--- src/include/silp_regs.svh ---
// Register offsets, field positions, reset values and timing counts for the
// interrupt and low-power control block. Definitions only.
`ifndef SILP_REGS_SVH
`define SILP_REGS_SVH

`define SILP_OFF_FLAGS_LOW 8'h00
`define SILP_OFF_FLAGS_HIGH 8'h04
`define SILP_OFF_FLAGS_SPARE 8'h08
`define SILP_OFF_BREAK_STATE 8'h0C
`define SILP_OFF_BREAK_FLAG_CTRL 8'h10
`define SILP_OFF_OPTIONS 8'h14
`define SILP_OFF_ENABLES 8'h18
`define SILP_OFF_STATUS 8'h1C

`define SILP_BIT_BREAK_EXITED_LOWPOWER_FLAG 1
`define SILP_BIT_BREAK_CLEAR_ENABLE 0
`define SILP_BIT_SHORT_RECOVERY_OPTION 0
`define SILP_BIT_WATCHDOG_DISABLE_OPTION 1

`define SILP_NUM_SRC 17
`define SILP_ENABLES_RST 17'h1FFFF
`define SILP_REC_LONG_XCLK 13'h1000
`define SILP_REC_SHORT_XCLK 13'h0020

`endif

--- src/include/silp_pkg.sv ---
// Types shared by the interrupt and low-power control block.
// Assumes the offsets and counts live in silp_regs.svh.
package silp_pkg;

  typedef enum logic [1:0] {
    SILP_RUN,
    SILP_WAIT,
    SILP_STOP,
    SILP_RECOVER
  } silp_mode_t;

  typedef struct packed {
    silp_mode_t mode;
    logic [12:0] rec_cnt;
    logic rec_is_brk;
    logic [2:0] xclk_sync;
    logic [16:0] enables;
    logic break_clear_enable;
    logic break_exited_lowpower_flag;
    logic short_recovery_option;
    logic watchdog_disable_option;
    logic [3:0] latched_vec;
    logic latched_valid;
    logic [1:0] aw_got;
    logic [31:0] wdata;
    logic [7:0] awaddr;
    logic bvalid;
    logic rvalid;
    logic [31:0] rdata;
    logic [1:0] rresp;
    logic [1:0] bresp;
    logic [11:0] flags;
    logic cpu_clk_en;
    logic sys_clk_en;
    logic xclk_en;
    logic irq_req;
    logic clear_mask;
    logic brk_vec;
    logic wdog_run;
    logic flag_clear_ok;
  } silp_state_t;

endpackage : silp_pkg

--- src/core/silp_ctrl.sv ---
// Interrupt prioritisation, status flags, break-time flag protection and
// wait/stop sequencing. Assumes an AXI4-Lite master, a CPU core that gives
// an instruction-boundary strobe, and peripherals that present live flags.
//
// The implementer's own choices: the register addresses and register access over AXI4-Lite.
`timescale 1ns/1ps
`include "silp_regs.svh"

// Operation
// Global mask blocks all but software interrupt.
// Lower priority number wins, 0 to 11.
// Four hub sources share flag 2.
// Hub endpoint transmit/receive share flag 3.
// Device endpoint sources share flag 4.
// Timer, keyboard, loop sources priorities 5-11.
// First status shows flags 1-6, bits 1:0 zero.
// Second status shows flags 7-11.
// Third status always reads zero.
// Resets equal, highest, never arbitrated.
// Break forces software interrupt vector.
// Break protects flags unless clear-enable set.
// Two-step clears blocked during break only.
// Wait or stop clears global mask.
// Wait stops CPU clock; interrupt wakes.
// Reset or break ends wait; break sets flag.
// Watchdog keeps counting in wait unless disabled.
// Stop resets counter, gates all clocks.
// Stop exits on interrupt, reset, break.
// Recovery 4096 crystal cycles, or 32 short.
// Counter held until recovery, then times it.
// Crystal systems should keep short recovery off.
// Latched request holds until serviced or unmasked; the code drops it when the global mask is set.
// Requests checked at instruction end, enabled only.
// Status register writes are ignored.
module silp_ctrl
  import silp_pkg::*;
(
  // Clock and reset.
  input wire logic i_mclk,
  input wire logic i_rst,
  // AXI4-Lite slave.
  input wire logic [7:0] i_awaddr,
  input wire logic i_awvalid,
  output logic o_awready,
  input wire logic [31:0] i_wdata,
  input wire logic [3:0] i_wstrb,
  input wire logic i_wvalid,
  output logic o_wready,
  output logic [1:0] o_bresp,
  output logic o_bvalid,
  input wire logic i_bready,
  input wire logic [7:0] i_araddr,
  input wire logic i_arvalid,
  output logic o_arready,
  output logic [31:0] o_rdata,
  output logic [1:0] o_rresp,
  output logic o_rvalid,
  input wire logic i_rready,
  // Peripheral flags in priority order 1 to 11, hub and endpoints split.
  input wire logic [16:0] i_src_flags,
  // CPU core.
  input wire logic i_global_mask,
  input wire logic i_instr_done,
  input wire logic i_swi_exec,
  input wire logic i_wait_exec,
  input wire logic i_stop_exec,
  input wire logic i_vec_taken,
  input wire logic i_brk_req,
  input wire logic i_xclk,
  // Outputs to CPU, clocks and peripherals.
  output logic o_irq_req,
  output logic [3:0] o_irq_vec,
  output logic o_brk_vec,
  output logic o_clear_mask,
  output logic o_cpu_clk_en,
  output logic o_sys_clk_en,
  output logic o_xclk_en,
  output logic o_wdog_run,
  output logic o_flag_clear_ok,
  output logic [11:0] o_flags
);

  silp_state_t s_ff;
  silp_state_t nxt_s;

  logic [11:0] req;
  logic [11:0] pend;
  logic [3:0] best;
  logic any_pend;
  logic xclk_fall;
  logic [12:0] rec_len;
  logic wr_fire;
  logic rd_take;

  // Per-source enable gating, then hub and endpoint sources merged.
  logic [16:0] gated;
  genvar g;
  generate
    for (g = 0; g < `SILP_NUM_SRC; g++) begin : g_gate
      assign gated[g] = i_src_flags[g] & s_ff.enables[g];
    end
  endgenerate

  always_comb begin
    req = 12'h000;
    req[1] = gated[0];
    req[2] = |gated[4:1];
    req[3] = |gated[6:5];
    req[4] = |gated[9:7];
    req[11:5] = gated[16:10];
    pend = req;
    // Smallest index wins, scanning down from the lowest priority.
    best = 4'h0;
    any_pend = 1'b0;
    for (int i = 11; i >= 1; i--) begin
      if (pend[i]) begin
        best = i[3:0];
        any_pend = 1'b1;
      end
    end
  end

  // Falling crystal edge counts when the second stage has gone low while the third is still high.
  assign xclk_fall = s_ff.xclk_sync[2] & ~s_ff.xclk_sync[1];
  assign rec_len = s_ff.short_recovery_option ? `SILP_REC_SHORT_XCLK
                              : `SILP_REC_LONG_XCLK;
  assign wr_fire = s_ff.aw_got[0] & s_ff.aw_got[1] & ~s_ff.bvalid;
  assign rd_take = i_arvalid & ~s_ff.rvalid;

  always_comb begin
    nxt_s = s_ff;
    nxt_s.xclk_sync = {s_ff.xclk_sync[1:0], i_xclk};
    nxt_s.flags = {req[11:1], 1'b0};
    nxt_s.clear_mask = 1'b0;
    nxt_s.brk_vec = 1'b0;

    // Interrupt latch: once taken it holds until serviced or the global mask is set.
    if (s_ff.latched_valid) begin
      if (i_vec_taken || i_global_mask) begin
        nxt_s.latched_valid = 1'b0;
      end
    end else if (i_instr_done && !i_global_mask && any_pend) begin
      nxt_s.latched_valid = 1'b1;
      nxt_s.latched_vec = best;
    end
    if (i_swi_exec) begin
      nxt_s.latched_valid = 1'b1;
      nxt_s.latched_vec = 4'h0;
    end

    case (s_ff.mode)
      SILP_RUN: begin
        if (i_brk_req) begin
          nxt_s.brk_vec = 1'b1;
          nxt_s.latched_valid = 1'b1;
          nxt_s.latched_vec = 4'h0;
        end else if (i_stop_exec) begin
          nxt_s.mode = SILP_STOP;
          nxt_s.clear_mask = 1'b1;
          nxt_s.rec_cnt = 13'h0000;
        end else if (i_wait_exec) begin
          nxt_s.mode = SILP_WAIT;
          nxt_s.clear_mask = 1'b1;
        end
      end
      SILP_WAIT: begin
        if (i_brk_req) begin
          nxt_s.mode = SILP_RUN;
          nxt_s.break_exited_lowpower_flag = 1'b1;
          nxt_s.brk_vec = 1'b1;
        end else if (any_pend) begin
          nxt_s.mode = SILP_RUN;
          nxt_s.latched_valid = 1'b1;
          nxt_s.latched_vec = best;
        end
      end
      SILP_STOP: begin
        nxt_s.rec_cnt = 13'h0000;
        if (i_brk_req || any_pend) begin
          nxt_s.mode = SILP_RECOVER;
          nxt_s.rec_is_brk = i_brk_req;
        end
      end
      SILP_RECOVER: begin
        if (xclk_fall) begin
          nxt_s.rec_cnt = s_ff.rec_cnt + 13'h0001;
        end
        if (s_ff.rec_cnt >= rec_len) begin
          nxt_s.mode = SILP_RUN;
          if (s_ff.rec_is_brk) begin
            nxt_s.break_exited_lowpower_flag = 1'b1;
            nxt_s.brk_vec = 1'b1;
          end else if (any_pend) begin
            nxt_s.latched_valid = 1'b1;
            nxt_s.latched_vec = best;
          end
        end
      end
      default: begin
        nxt_s.mode = SILP_RUN;
      end
    endcase

    nxt_s.cpu_clk_en = (nxt_s.mode == SILP_RUN);
    // Bus clocks stay off through recovery so the oscillator can settle.
    nxt_s.sys_clk_en = (nxt_s.mode != SILP_STOP) &&
                       (nxt_s.mode != SILP_RECOVER);
    nxt_s.xclk_en = (nxt_s.mode != SILP_STOP);
    nxt_s.wdog_run = (nxt_s.mode == SILP_RUN) ||
                     (nxt_s.mode == SILP_WAIT && !s_ff.watchdog_disable_option);
    // Outside break clears always work; in break only with clear-enable.
    // Peripherals apply this per access, so a first step taken before break
    // still needs its second step to land while this is high.
    nxt_s.flag_clear_ok = !i_brk_req || s_ff.break_clear_enable;
    nxt_s.irq_req = nxt_s.latched_valid;

    // Register bus: write address and data taken in either order.
    if (i_awvalid && !s_ff.aw_got[0] && !s_ff.bvalid) begin
      nxt_s.aw_got[0] = 1'b1;
      nxt_s.awaddr = i_awaddr;
    end
    if (i_wvalid && !s_ff.aw_got[1] && !s_ff.bvalid) begin
      nxt_s.aw_got[1] = 1'b1;
      nxt_s.wdata = i_wdata;
    end
    if (wr_fire) begin
      nxt_s.aw_got = 2'b00;
      nxt_s.bvalid = 1'b1;
      nxt_s.bresp = 2'b00;
      case (s_ff.awaddr)
        // Status registers ignore writes; flags follow sources only.
        `SILP_OFF_FLAGS_LOW, `SILP_OFF_FLAGS_HIGH,
        `SILP_OFF_FLAGS_SPARE, `SILP_OFF_STATUS: begin
          nxt_s.bresp = 2'b00;
        end
        `SILP_OFF_BREAK_STATE: begin
          // A break exit in the same cycle as the clear wins only while the flag is still clear; a set flag is cleared.
          if (!s_ff.wdata[`SILP_BIT_BREAK_EXITED_LOWPOWER_FLAG] && (nxt_s.break_exited_lowpower_flag == s_ff.break_exited_lowpower_flag)) begin
            nxt_s.break_exited_lowpower_flag = 1'b0;
          end
        end
        `SILP_OFF_BREAK_FLAG_CTRL: begin
          nxt_s.break_clear_enable = s_ff.wdata[`SILP_BIT_BREAK_CLEAR_ENABLE];
        end
        `SILP_OFF_OPTIONS: begin
          nxt_s.short_recovery_option = s_ff.wdata[`SILP_BIT_SHORT_RECOVERY_OPTION];
          nxt_s.watchdog_disable_option = s_ff.wdata[`SILP_BIT_WATCHDOG_DISABLE_OPTION];
        end
        `SILP_OFF_ENABLES: begin
          nxt_s.enables = s_ff.wdata[16:0];
        end
        default: begin
          nxt_s.bresp = 2'b10;
        end
      endcase
    end
    if (s_ff.bvalid && i_bready) begin
      nxt_s.bvalid = 1'b0;
    end

    if (rd_take) begin
      nxt_s.rvalid = 1'b1;
      nxt_s.rresp = 2'b00;
      nxt_s.rdata = 32'h0000_0000;
      case (i_araddr)
        `SILP_OFF_FLAGS_LOW: begin
          nxt_s.rdata[7:0] = {s_ff.flags[6:1], 2'b00};
        end
        `SILP_OFF_FLAGS_HIGH: begin
          nxt_s.rdata[4:0] = s_ff.flags[11:7];
        end
        `SILP_OFF_FLAGS_SPARE: begin
          nxt_s.rdata[7:0] = 8'h00;
        end
        `SILP_OFF_BREAK_STATE: begin
          nxt_s.rdata[`SILP_BIT_BREAK_EXITED_LOWPOWER_FLAG] = s_ff.break_exited_lowpower_flag;
        end
        `SILP_OFF_BREAK_FLAG_CTRL: begin
          nxt_s.rdata[`SILP_BIT_BREAK_CLEAR_ENABLE] = s_ff.break_clear_enable;
        end
        `SILP_OFF_OPTIONS: begin
          nxt_s.rdata[`SILP_BIT_SHORT_RECOVERY_OPTION] = s_ff.short_recovery_option;
          nxt_s.rdata[`SILP_BIT_WATCHDOG_DISABLE_OPTION] = s_ff.watchdog_disable_option;
        end
        `SILP_OFF_ENABLES: begin
          nxt_s.rdata[16:0] = s_ff.enables;
        end
        `SILP_OFF_STATUS: begin
          nxt_s.rdata[1:0] = s_ff.mode;
          nxt_s.rdata[14:2] = s_ff.rec_cnt;
        end
        default: begin
          nxt_s.rresp = 2'b10;
        end
      endcase
    end
    if (s_ff.rvalid && i_rready) begin
      nxt_s.rvalid = 1'b0;
    end
  end

  // Every reset source arrives merged on i_rst and wins over everything.
  always_ff @(posedge i_mclk) begin
    if (i_rst) begin
      s_ff <= '0;
      s_ff.enables <= `SILP_ENABLES_RST;
      s_ff.cpu_clk_en <= 1'b1;
      s_ff.sys_clk_en <= 1'b1;
      s_ff.xclk_en <= 1'b1;
      s_ff.wdog_run <= 1'b1;
      s_ff.flag_clear_ok <= 1'b1;
      s_ff.xclk_sync <= 3'b000;
    end else begin
      s_ff <= nxt_s;
    end
  end

  assign o_awready = i_awvalid & ~s_ff.aw_got[0] & ~s_ff.bvalid;
  assign o_wready = i_wvalid & ~s_ff.aw_got[1] & ~s_ff.bvalid;
  assign o_arready = rd_take;
  assign o_bvalid = s_ff.bvalid;
  assign o_bresp = s_ff.bresp;
  assign o_rvalid = s_ff.rvalid;
  assign o_rdata = s_ff.rdata;
  assign o_rresp = s_ff.rresp;
  assign o_irq_req = s_ff.irq_req;
  assign o_irq_vec = s_ff.latched_vec;
  assign o_brk_vec = s_ff.brk_vec;
  assign o_clear_mask = s_ff.clear_mask;
  assign o_cpu_clk_en = s_ff.cpu_clk_en;
  assign o_sys_clk_en = s_ff.sys_clk_en;
  assign o_xclk_en = s_ff.xclk_en;
  assign o_wdog_run = s_ff.wdog_run;
  assign o_flag_clear_ok = s_ff.flag_clear_ok;
  assign o_flags = s_ff.flags;

endmodule : silp_ctrl

--- config.mk ---
export PLATFORM = sky130hd
export DESIGN_NAME = silp_ctrl
export DESIGN_NICKNAME = d
export VERILOG_FILES = /design/src/include/silp_pkg.sv /design/src/core/silp_ctrl.sv
export VERILOG_INCLUDE_DIRS = /design/src /design/src/include
export SDC_FILE = /design/constraint.sdc
export NUM_CORES = 1
export LEC_CHECK = 0
export BUFFER_PORTS_ARGS = -buffer_cell sky130_fd_sc_hd__buf_2
export CAP_MARGIN = 20
export CORE_ASPECT_RATIO = 2
export CORE_MARGIN = 2
export CORE_UTILIZATION = 47
export DETAILED_ROUTE_END_ITERATION = 12
export PLACE_DENSITY_LB_ADDON = 0.2
export SETUP_SLACK_MARGIN = 0.15
export SLEW_MARGIN = 20
export SYNTH_ARGS = -nofsm -noshare
export SYNTH_HDL_FRONTEND = slang
export SYNTH_SLANG_ARGS = --single-unit
--- constraint.sdc ---
create_clock -name i_mclk -period 1.98 [get_ports i_mclk]
set_input_delay 0 -clock i_mclk [delete_from_list [all_inputs] [get_ports i_mclk]]
set_output_delay 0 -clock i_mclk [all_outputs]
set_load 0.005 [all_outputs]
Word level (Yosys, flattened, before mapping)
Index checks and enable logic that the tools add are counted.
Operators by class
  order comparisons: 1
  shifts and indexed selects: 0
  $mul: 0
  bitwise gates (word level): 31
  divide/modulo/power cells: 0
  equal/unequal tests: 24
  reductions and logical operators: 42
  multiplexer cells: 67
  $add $sub $neg: 1
Operators by type and width (number)
  $eq A8 B5 Y1 const B: 8
  $mux W4: 12
  $mux W13: 3
  $pmux W13 S3: 1
  $mux W5: 7
  $eq A8 B4 Y1 const B: 4
  $and A1 B1 Y1: 25
  $mux W1: 23
  $mux W2: 10
  $eq A8 B3 Y1 const B: 2
  $logic_not A8 Y1: 2
  $reduce_or A8 Y1: 2
  $mux W15: 1
  $pmux W5 S3: 1
  $pmux W7 S2: 1
  $add A13 B1 Y13 const B: 1
  $ge A13 B13 Y1: 1
  $pmux W3 S4: 1
  $logic_and A1 B1 Y1: 11
  $ne A2 B2 Y1 const B: 5
  $pmux W1 S5: 2
  $reduce_or A2 Y1: 5
  $pmux W3 S3: 1
  $pmux W2 S4: 1
  other kinds (14): 36
Storage, ports and cells
  register bits after elaboration: 129
  memory bits (read-only): 0
  latch bits: 0
  input bits: 84
  memories: 0
  bits in writable memories: 0

Logic depth before layout (Yosys ltp)
Gate-level depths: netlist (run 1).
  word-level depth: 20
  mapped depth: 8
  mapped depth without buffers: 8

Worst setup path before layout (run 1)
No wires, ideal clock.
  path kind: reg-to-reg
  start point: register s_ff[116] in the netlist's numbering
  end point: register s_ff, in the netlist o_wdog_run
  library setup time: 120 ps
  arrival time: 1992 ps
  path slack: -132 ps
  stages on the path, launching flop included: 6
  data required time: 1860 ps
  path buffers: 0
  cells stage by stage: dfxtp_1 a222oi_1 nand4_2 or3_4 o311a_1 o31a_1
Between the ends
  longest elaborated chain between the ends: 12
  elaborated cells between the ends (all ways): 15
  those cells by class: eq/ne (1); mux (8); bitwise (1); reduce/logical (5)
Ends and longest elaborated chain
  start: declaration: RTL line silp_ctrl.sv:83  | silp_state_t s_ff;
  start signal: assignment: RTL line silp_ctrl.sv:314  | s_ff <= nxt_s;
  $and A1 B1 Y1 *: RTL line silp_ctrl.sv:100  | assign gated[g] = i_src_flags[g] & s_ff.enables[g];
  $reduce_or A3 Y1 *: RTL line silp_ctrl.sv:109  | req[4] = |gated[9:7];
  $mux W1 * (4 in a row): RTL line silp_ctrl.sv:116  | if (pend[i]) begin
  $mux W2 / $logic_or A1 B1 Y1 (equally long branches): RTL line silp_ctrl.sv:171, silp_ctrl.sv:179
  $mux W2, on equally long branches: RTL line silp_ctrl.sv:167, silp_ctrl.sv:179
  $pmux W2 S4 *: RTL line silp_ctrl.sv:151  | case (s_ff.mode)
  $eq A2 B1 Y1: RTL line silp_ctrl.sv:210  | (nxt_s.mode == SILP_WAIT && !s_ff.watchdog_disable_option);
  $logic_and A1 B1 Y1: RTL line silp_ctrl.sv:210
  $logic_or A1 B1 Y1 *: RTL line silp_ctrl.sv:209  | nxt_s.wdog_run = (nxt_s.mode == SILP_RUN) ||
Mark *: on every way between the ends. The rest lies on a longest branch, timed or not.
A chain may end at the register's enable or synchronous reset.

Worst setup path after layout (run 1)
  start point: register s_ff[65] in the netlist's numbering
  end point: register s_ff[117] in the netlist's numbering
Between the ends
  longest elaborated chain between the ends: 2
Ends and longest elaborated chain
  $eq A8 B5 Y1: RTL line silp_ctrl.sv:230  | case (s_ff.awaddr)
  $reduce_and A2 Y1 (no line)
No other way between the ends.

==> results.md, run 1 <==
* Status: finished, violations left
* Violated checks: negative setup slack
* NumNets Final at 845
* Mapped cell area at 0.00511 sq mm
* Startpoint Class: flop
* Slew Limit Fails at 0
* Final period utilization at 104%
* Num CTS Buffers at 9
* Setup violators final at 18
* Critical Path End Type: flop
* Reg2reg start: s_ff[65]
* Final min period at 2.06 ns
* Unrepaired setup endpoints after global routing: true
* Final Util at 65.1%
* Worst-margin pin slew at 0.863 ns
* Number of vias per cell at 5.26
* DP Wirelength at 10.5 mm
* Max-cap viol count at 0
* Layout cells sized above 1 at 31.9%
* Die Height at 151 microns
* Capturing point of the worst reg2reg path: s_ff[117]
* GRT Total Usage at 24.5%
* Hold Crit Start: i_wait_exec
* Final number of hold-violating endpoints at 0
* Full die area at 0.0118 sq mm
* Chip width at 77.7 microns
* Leak at 3.00 nW
* Setup WS pre-CTS at -0.0962 ns
* Crit path launch: s_ff[65]
* Number of I/O port buffers at 111
* Yosys top cell area share at 43.5%
* Routed length per instance at 16.2 microns
* Synth cell types at 60
* # clock sinks at 111
* I/O pins at 149
* Worst setup path class: flop to flop
* Vias at 4726
* Number of flops mapped to enable cells by yosys at 0
* Maximum fanout along the worst path at 8
* Clk Tree Root Cell: clkbuf_16
* Synth Instances at 591
* Initial antenna violation count at 0
* Drt drc at 0
* First-pass iteration count of the detailed router at 5
* Final ANT Viol Nets at 0
* Total power divided by cell area at 718 mW/mm^2
* Final wirelength at 14.6 mm
* Core area at 0.0105 sq mm
* Final setup margin at -0.0849 ns
* Worst hold stages at 3
* Worst-skew pair later-pin latency at 0.35 ns
* Main flop type after synthesis: dfxtp_1
* Clk_skew at 0.00589 ns
* Yosys warnings at 0
* Hold WC Path Type: input port to flop
* Global route overflow at 0
* Gpl congestion at 0.893
* Area Overhead vs Synth at 34.3%
* Critical Path RT at 2.21 ns
* F_max at 484 MHz
* Post-synthesis async set-or-reset flop share at 0%
* Row count at 53
* Design Power at 4.93 mW
* CTS tree: done
* Clock Pin Slew Worst Setup and Hold Paths at 0.07 ns
* Area contributors post-synth: dfxtp_1, buf_4, mux2i_1
* R2R Setup Slk at -0.08 ns
* Vias in the first global route at 4625
* Critical Path AT at 2.29 ns
* Diode count at 0
* Synthesis-stage register bit count at 111
* Setup TNS at -0.523 ns
* R2R cell count at 8
* DR iter-0 viols at 228
* Largest net degree at the start of global routing at 28
* Longest Clk Path Bufs at 2
* Max VDD drop at 0.629 mV
* H-tree levels at 3
* Seq/Total Area, Yosys at 43.5%
* First-pass GRT wire length at 22.4 mm
* Cell taking the most area after synthesis: dfxtp_1
* Initial Util at 48.5%
* Worst slew margin at 42.3%
* Synth Area per Inst at 8.65 sq um
* Hold Path End: o_clear_mask
## layout make-up
class	count	area, sq um
fillers	869	3680
multi-input cells	403	2570
flip-flops and latches	111	2230
repair buffers	218	1520
clock buffers	10	239
well taps	137	171
clock inverters	6	83.8
inverters	14	52.6
## state kept, by name (all words and copies together) (netlist names), 2 cells and up
register and cells:
s_ff 65, o_rdata 17, o_flags 11, o_irq_vec 4, nxt_s 2
## timing repair
action / CTS / global route
buffers inserted: 8 / 7
cloned: 1 / 1
setup endpoints to repair: 28 / 39
pin swaps: 8 / 23
hold buffers: 34 / 0
endpoints found under the hold margin: 34 / 0
resized for setup: 20 / 27
## power by group
group	leakage, nW	total [mW]	internal, mW	switching (mW)
sequential	0.908	2.38	2.32	0.0648
clock	0.162	1.94	1.14	0.805
combinational	1.93	0.604	0.288	0.316
total	3.00	4.93	3.74	1.19
## how the worst max path moves through the flow
stage,endpoint,slack (ns),cells past startpoint
5_1_grt,s_ff[117],-0.15,8
3_5_place_dp,o_wdog_run,-0.1,6
2_1_floorplan,o_wdog_run,-0.13,5
3_3_place_gp,o_wdog_run,-0.05,6
4_1_cts,o_wdog_run,-0.08,6
6_report,s_ff[117],-0.08,8
## worst max-delay path: stages (launching register included)
cell     delay, ns
dfxtp_2       0.32
or4_4         0.55
nor3_4        0.15
nand2_2       0.10
nor3b_4       0.22
buf_6         0.15
buf_12        0.12
nor2b_1       0.05
a211o_1       0.27
## placed cells by master (no fill, tap or decap), types with 19 or more instances in the layout
master,instances
a21oi_1,42
nand2_1,61
dlygate4sd3_1,34
dfxtp_1,108
buf_2,111
nor3_1,19
mux2i_1,27
nor2b_1,20
nor2_1,67
buf_4,63
## Yosys cell counts, drive strengths merged (2+ instances only)
cell type	n
nor3b	5
or3	4
nand4b	2
nor4	2
buf	61
a21oi	45
or3b	2
nand3	8
o221ai	3
o21ai	12
xor2	9
dfxtp	111
mux2i	27
nor4b	4
clkbuf	19
a211o	17
nor2b	21
ha	4
nand2	63
nor3	21
nand4	7
inv	13
and2	4
nand2b	7
a32o	2
a22oi	8
nor2	70
o22ai	3
xnor2	3
and3	2
a21boi	2
a211oi	5
o211ai	3
or4	3
## kinds of logic (layout without fill, tap and decap cells)
kind of cell / count (synthesis) / in the layout / synth area share [%]
flip-flops: 111 / 111 / 43.5
XOR/XNOR: 12 / 12 / 2.06
other: 1 / 18 / 0.0734
AO/OA/AOI/OAI: 112 / 112 / 14.6
buffers and inverters: 94 / 248 / 11.0
adder cells (fa/ha/maj): 4 / 4 / 0.979
multiplexers: 29 / 29 / 5.95
AND/OR/NAND/NOR: 228 / 228 / 21.9
## layer usage
metal | part of all wire, % | vias up | wire length, microns | global-route usage (%)
met5 | 0 | - | 0 | 0
met4 | 3.1 | 0 | 458 | 11.0
met3 | 4.1 | 31 | 602 | 4.03
met2 | 56 | 159 | 8220 | 48.2
met1 | 36 | 2224 | 5290 | 24.4
li1 | - | 2312 | - | -
## stage by stage
stage,cells,hold WS (ns),area [sq um]
floorplan,608,0.121,5200
global placement,832,0.233,5850
detailed placement,832,0.231,5850
CTS,891,0.0156,6670
global route,899,0.0660,6870
finish,899,0.00979,6870
No activity file was read; power rests on OpenSTA's default activity.
==> inputs of run 2 (changes only) <==
Settings changed: CORE_UTILIZATION 47 to 35.
==> run 2 against run 1 <==
The flow now finishes without violations. Sequential share of layout area barely moved. Global-route usage fell by 5.4 points. Register-to-register slack improved by 0.09 ns. First-iteration DRC count fell by 23%. Critical path type unchanged. Critical endpoint is now o_wdog_run. Largest power group unchanged.
==> results.md, run 2 (same netlist as run 1, synthesis figures left out) <==
* Status: complete, no violations
* I/O pins at 149 (unchanged)
* Slew Limit Fails at 0 (unchanged)
* Drt drc at 0 (unchanged)
* Area Overhead vs Synth at 34.3% (about the same)
* DP Wirelength at 11.6 mm (+10%)
* Die Height at 175 microns (+15%)
* Leak at 2.95 nW (-1.7%)
* Full die area at 0.0156 sq mm (+33%)
* Initial antenna violation count at 0 (unchanged)
* Maximum fanout along the worst path at 4 (-4)
* Setup violators final at 0 (-18)
* CP cell instances: a222oi_1, buf_4, nand4_4, or3_4, o311a_4, o31a_1
* Most common cell after layout, fill and taps aside: buf_2
* Hold_ws at 0.0201 ns (+0.0103 ns)
* Clock power frac at 38.2% (-1.2 points)
* Number of I/O port buffers at 111 (unchanged)
* Diode count at 0 (unchanged)
* Final std cells w/o fill at 946 (+5.2%)
* Critical Path RT at 2.22 ns (about the same)
* Clk Tree Root Cell: clkbuf_16
* GRT Total Usage at 19.1% (-5.4 points)
* Total power divided by cell area at 705 mW/mm^2 (-1.9%)
* Final number of hold-violating endpoints at 0 (unchanged)
* Max FFs per register at 65 (unchanged)
* Setup WS pre-CTS at -0.155 ns (-0.0588 ns)
* Clk_skew at 0.0104 ns (+0.00446 ns)
* Core area at 0.0144 sq mm (+36%)
* Sw Pwr at 1.19 mW (about the same)
* Number of vias per cell at 4.83 (-8.2%)
* Flop pwr share at 49.2% (+0.9 points)
* Num CTS Buffers at 9 (unchanged)
* Final wirelength at 14.8 mm (+1.3%)
* Vias in the first global route at 4492 (-2.9%)
* Top delay family on crit path: compound AO/OA/AOI/OAI gates
* Worst-margin pin slew at 0.621 ns (-0.243 ns)
* Setup TNS at 0 ns (+0.523 ns)
* Internal Power at 3.65 mW (-2.5%)
* CTS tree: done
* Hold WC Path Type: input port to flop
* Crit path largest cell delay at 0.43 ns (-0.12 ns)
* First-pass iteration count of the detailed router at 4 (-1)
* Max-cap viol count at 0 (unchanged)
* Final period utilization at 99.8% (-4.5 points)
* Row count at 62 (+17%)
* Gpl congestion at 0.898 (+0.57%)
* Vias at 4566 (-3.4%)
* Unrepaired setup endpoints after global routing: true
* Final ANT Viol Nets at 0 (unchanged)
* Initial Util at 35.6% (-13 points)
* Worst slew margin at 58.5% (+16 points)
* Buffers & Inverters on Critical Path at 1 (-1)
* First-pass GRT wire length at 22.8 mm (+2.1%)
* Max VDD drop at 0.430 mV (-32%)
* Worst-skew pair later-pin latency at 0.35 ns (about the same)
* DR iter-0 viols at 176 (-23%)
* Worst setup path class: flop to flop
* Comb pwr share at 12.6% (+0.4 points)
* Global route overflow at 0 (unchanged)
* Sw Share at 24.5% (+0.47 points)
* Final instance area at 0.00686 sq mm (about the same)
* Critical Path AT at 2.21 ns (-0.08 ns)
* Largest net degree at the start of global routing at 51 (+82%)
* Placement Cell Area at 0.00595 sq mm (+1.7%)
* Layout cells sized above 1 at 31.7% (-0.19 points)
* Final Util at 47.8% (-17 points)
* Design Power at 4.84 mW (-1.9%)
* Most frequent cells in the layout: buf_2, dfxtp_1, nor2_1
* # clock sinks at 111 (unchanged)
* # fillers at 1418 (+63%)
* Startpoint Class: flop
* NumNets Final at 838 (-0.83%)
* Critical Path End Type: flop
* Crit-path slowest cell: or3_4
* Final min period at 1.98 ns (-0.0894 ns)
* Clock Pin Slew Worst Setup and Hold Paths at 0.07 ns (about the same)
* Chip width at 89.5 microns (+15%)
* Routed length per instance at 15.6 microns (-3.7%)
* H-tree levels at 3 (unchanged)
* Final setup margin at 0.00454 ns (+0.0894 ns)
* Placed Cells at 891 (+7.1%)
* Longest Clk Path Bufs at 2 (unchanged)
* Most flops, register: s_ff
* F_max at 506 MHz (+4.5%)
==> run 2: what timing repair did <==
action                                  4_1_cts  5_1_grt
gates resized for setup                      34       17
buffers inserted                              5        1
hold buffers                                 34        0
endpoints found under the hold margin        33        0
pin swaps                                    20       14
endpoints found under the setup margin       28       37
==> run 2: layout make-up <==
cell class	instances	area [sq um]	share of cell area (%)
Multi-Input combinational cell	403	2620	38.1
Inverter	14	52.6	0.766
Tap cell	192	240	3.50
Sequential cell	111	2230	32.4
Clock buffer	12	256	3.74
Timing Repair Buffer	211	1430	20.8
Clock inverter	3	42.5	0.620
==> run 2: worst register-to-register path, stage by stage, from the launching register on <==
cell,delay (ns)
dfxtp_2,0.32
a222oi_1,0.29
buf_4,0.19
nand4_4,0.08
or3_4,0.43
o311a_4,0.33
o31a_1,0.23
==> run 2: final timing paths <==
| check | endpoint | cells past startpoint | slack, ns | from |
|---|---|---|---|---|
| min reg2reg | nxt_s[128] | 1 | 0.46 | nxt_s[127] |
| max reg2reg | o_wdog_run | 6 | 0.005 | s_ff[116] |
| min | o_irq_req | 3 | 0.02 | i_swi_exec |
| max | o_wdog_run | 6 | 0.005 | s_ff[116] |
==> run 2: power by group through the flow <==
| stage | combinational [mW] | sequential (mW) | clock, mW |
|---|---|---|---|
| 2_1_floorplan | 0.349 | 2.41 | 0 |
| 3_3_place_gp | 0.512 | 2.43 | 0 |
| 3_5_place_dp | 0.519 | 2.43 | 0 |
| 4_1_cts | 0.600 | 2.38 | 1.88 |
| 5_1_grt | 0.673 | 2.39 | 1.96 |
| 6_report | 0.610 | 2.38 | 1.85 |
==> run 2: metal layers <==
metal,global-route usage [%],up-vias,routed length (microns)
li1,-,2298,-
met4,7.46,0,485
met2,36.5,111,8230
met3,2.55,24,452
met5,0,-,0
met1,19.9,2133,5610
==> inputs of run 3 (changes only) <==
Settings changed: CTS_CLUSTER_DIAMETER from default to 100, RECOVER_POWER from default to 50.
==> run 3 against run 2 <==
Via count is essentially flat. Combinational power decreased by 1%. Clock power about the same. Highest routed layer unchanged. Die area unchanged.
==> results.md, run 3 (same netlist as run 1, synthesis figures left out) <==
* Status: complete, no violations
* Most frequent cells in the layout: dfxtp_1, buf_2, nor2_1
* NumNets Final at 838 (unchanged)
* Final wirelength at 14.8 mm (about the same)
* Area Overhead vs Synth at 33.3%
* Multi-input logic area at 0.00261 sq mm (-0.19%)
* Final ANT Viol Nets at 0 (unchanged)
* Critical Path AT at 2.21 ns (about the same)
* Core area at 0.0144 sq mm (unchanged)
* Worst setup path class: flop to flop
* Longest Clk Path Bufs at 2 (unchanged)
* Maximum fanout along the worst path at 4 (unchanged)
* Max VDD drop at 0.431 mV (about the same)
* R2R cell count at 6 (unchanged)
* H-tree levels at 3 (unchanged)
* Final period utilization at 99.7% (about the same)
* Final std cells w/o fill at 946 (unchanged)
* Crit path launch: s_ff[116]
* Crit-path slowest cell: or3_4
* R2R Setup Slk at 0.005 ns (about the same)
* First-pass iteration count of the detailed router at 4 (unchanged)
* Diode count at 0 (unchanged)
* Clk_skew at 0.0106 ns (+0.000279 ns)
* Gpl congestion at 0.898 (unchanged)
* Initial antenna violation count at 0 (unchanged)
* Row count at 62 (unchanged)
* Worst slew margin at 29.8% (-29 points)
* Max FFs per register at 65 (unchanged)
* Unrepaired setup endpoints after global routing: true
* Full die area at 0.0156 sq mm (unchanged)
* Most flops, register: s_ff
* Global route overflow at 0 (unchanged)
* Layout cells sized above 1 at 28.1% (-3.6 points)
* Capturing point of the worst reg2reg path: o_wdog_run
* Worst Setup EP: o_wdog_run
* Number of vias per cell at 4.83 (about the same)
* Number of I/O port buffers at 111 (unchanged)
* Max-cap viol count at 0 (unchanged)
* # clock sinks at 111 (unchanged)
* Placement Cell Area at 0.00595 sq mm (unchanged)
* Crit path largest cell delay at 0.43 ns (about the same)
* Final min period at 1.97 ns (-0.000465 ns)
* Drt drc at 0 (unchanged)
* Total power divided by cell area at 708 mW/mm^2 (+0.53%)
* Vias at 4570 (+0.088%)
* Worst-margin pin slew at 1.05 ns (+0.432 ns)
* DP Wirelength at 11.6 mm (unchanged)
* I/O pins at 149 (unchanged)
* Most common cell after layout, fill and taps aside: dfxtp_1
* Leak at 2.85 nW (-3.4%)
* Final Util at 47.5% (-0.35 points)
* CTS tree: done
* Final number of hold-violating endpoints at 0 (unchanged)
* Startpoint Class: flop
* Initial Util at 35.6% (unchanged)
* Final instance area at 0.00681 sq mm (-0.73%)
* Largest net degree at the start of global routing at 51 (unchanged)
* Clk Tree Root Cell: clkbuf_16
* FF+latch area at 0.00223 sq mm (unchanged)
* Setup violators final at 0 (unchanged)
* Worst-skew pair later-pin latency at 0.35 ns (about the same)
* Hold Crit Start: i_swi_exec
* DR iter-0 viols at 179 (+1.7%)
* GRT Total Usage at 19.1% (unchanged)
* Critical Path RT at 2.21 ns (about the same)
* Chip width at 89.5 microns (unchanged)
* Hold_ws at 0.0211 ns (+0.00100 ns)
* Placed Cells at 891 (unchanged)
* Reg2reg start: s_ff[116]
* First-pass GRT wire length at 22.8 mm (unchanged)
* Num CTS Buffers at 9 (unchanged)
* Hold WC Path Type: input port to flop
* F_max at 506 MHz (about the same)
* Critical Path End Type: flop
* Clock Pin Slew Worst Setup and Hold Paths at 0.07 ns (about the same)
* CP cell instances: a222oi_1, buf_4, nand4_4, or3_4, o311a_4, o31a_1
* Slew Limit Fails at 0 (unchanged)
* Vias in the first global route at 4492 (unchanged)
* Routed length per instance at 15.6 microns (about the same)
* Die Height at 175 microns (unchanged)
* # fillers at 1437 (+1.3%)
==> run 3: cell count changes in the layout (fill, tap and decap cells not counted), sizes merged <==
| cell | before | now |
|---|---|---|
| buf | 177 | 151 |
| clkbuf | 12 | 38 |
==> run 3: repair_timing <==
action,4_1_cts,5_1_grt
resized for setup,34,17
hold buffers,34,0
setup buffers,5,1
pin swaps,20,14
hold endpoints to repair,33,0
endpoints found under the setup margin,28,37
==> run 3: power by group <==
| group | leakage, nW | switching (mW) | total, mW | internal (mW) |
|---|---|---|---|---|
| Combinational | 1.80 | 0.319 | 0.601 | 0.282 |
| Clock | 0.145 | 0.803 | 1.85 | 1.04 |
| Sequential | 0.908 | 0.0627 | 2.38 | 2.32 |
| Total | 2.85 | 1.18 | 4.83 | 3.64 |
==> run 3: how the worst min path moves through the flow <==
stage / endpoint / slack (ns) / cells past startpoint
floorplan: o_flags[8] / 0.12 / 2
global placement: nxt_s[127] / 0.24 / 2
detailed placement: nxt_s[127] / 0.23 / 2
CTS: o_irq_req / 0.02 / 3
global route: o_irq_req / 0.02 / 3
finish: o_irq_req / 0.02 / 3
==> run 3: final cells by class <==
cell class                      count  share of cell area, %
Multi-Input combinational cell    403                   38.3
Sequential cell                   111                   32.7
Timing Repair Buffer              211                   20.3
Clock buffer                       12                   3.76
Tap cell                          192                   3.53
Inverter                           14                  0.771
Clock inverter                      3                  0.624
==> run 3: critical path, delay by kind of cell, from the launching register on <==
| kind | cells | cell delay, ns |
|---|---|---|
| compound gates | 3 | 0.85 |
| simple gates | 2 | 0.51 |
| flops | 1 | 0.32 |
| buf+inv | 1 | 0.19 |
==> run 3: metal layers <==
layer,part of all wire (%),global-route usage (%),up-vias
li1,-,-,2299
met1,38,19.9,2129
met2,55,36.5,117
met3,3.2,2.55,25
met4,3.3,7.46,0
met5,0,0,-
==> run 3: through the flow <==
stage	setup WS (ns)	setup TNS, ns	total power [mW]
3_3_place_gp	-0.145	-0.682	2.94
4_1_cts	-0.0208	-0.0208	4.86
6_report	0.00501	0	4.83
3_5_place_dp	-0.155	-0.823	2.95
5_1_grt	-0.0653	-0.837	5.02
2_1_floorplan	-0.132	-0.369	2.76
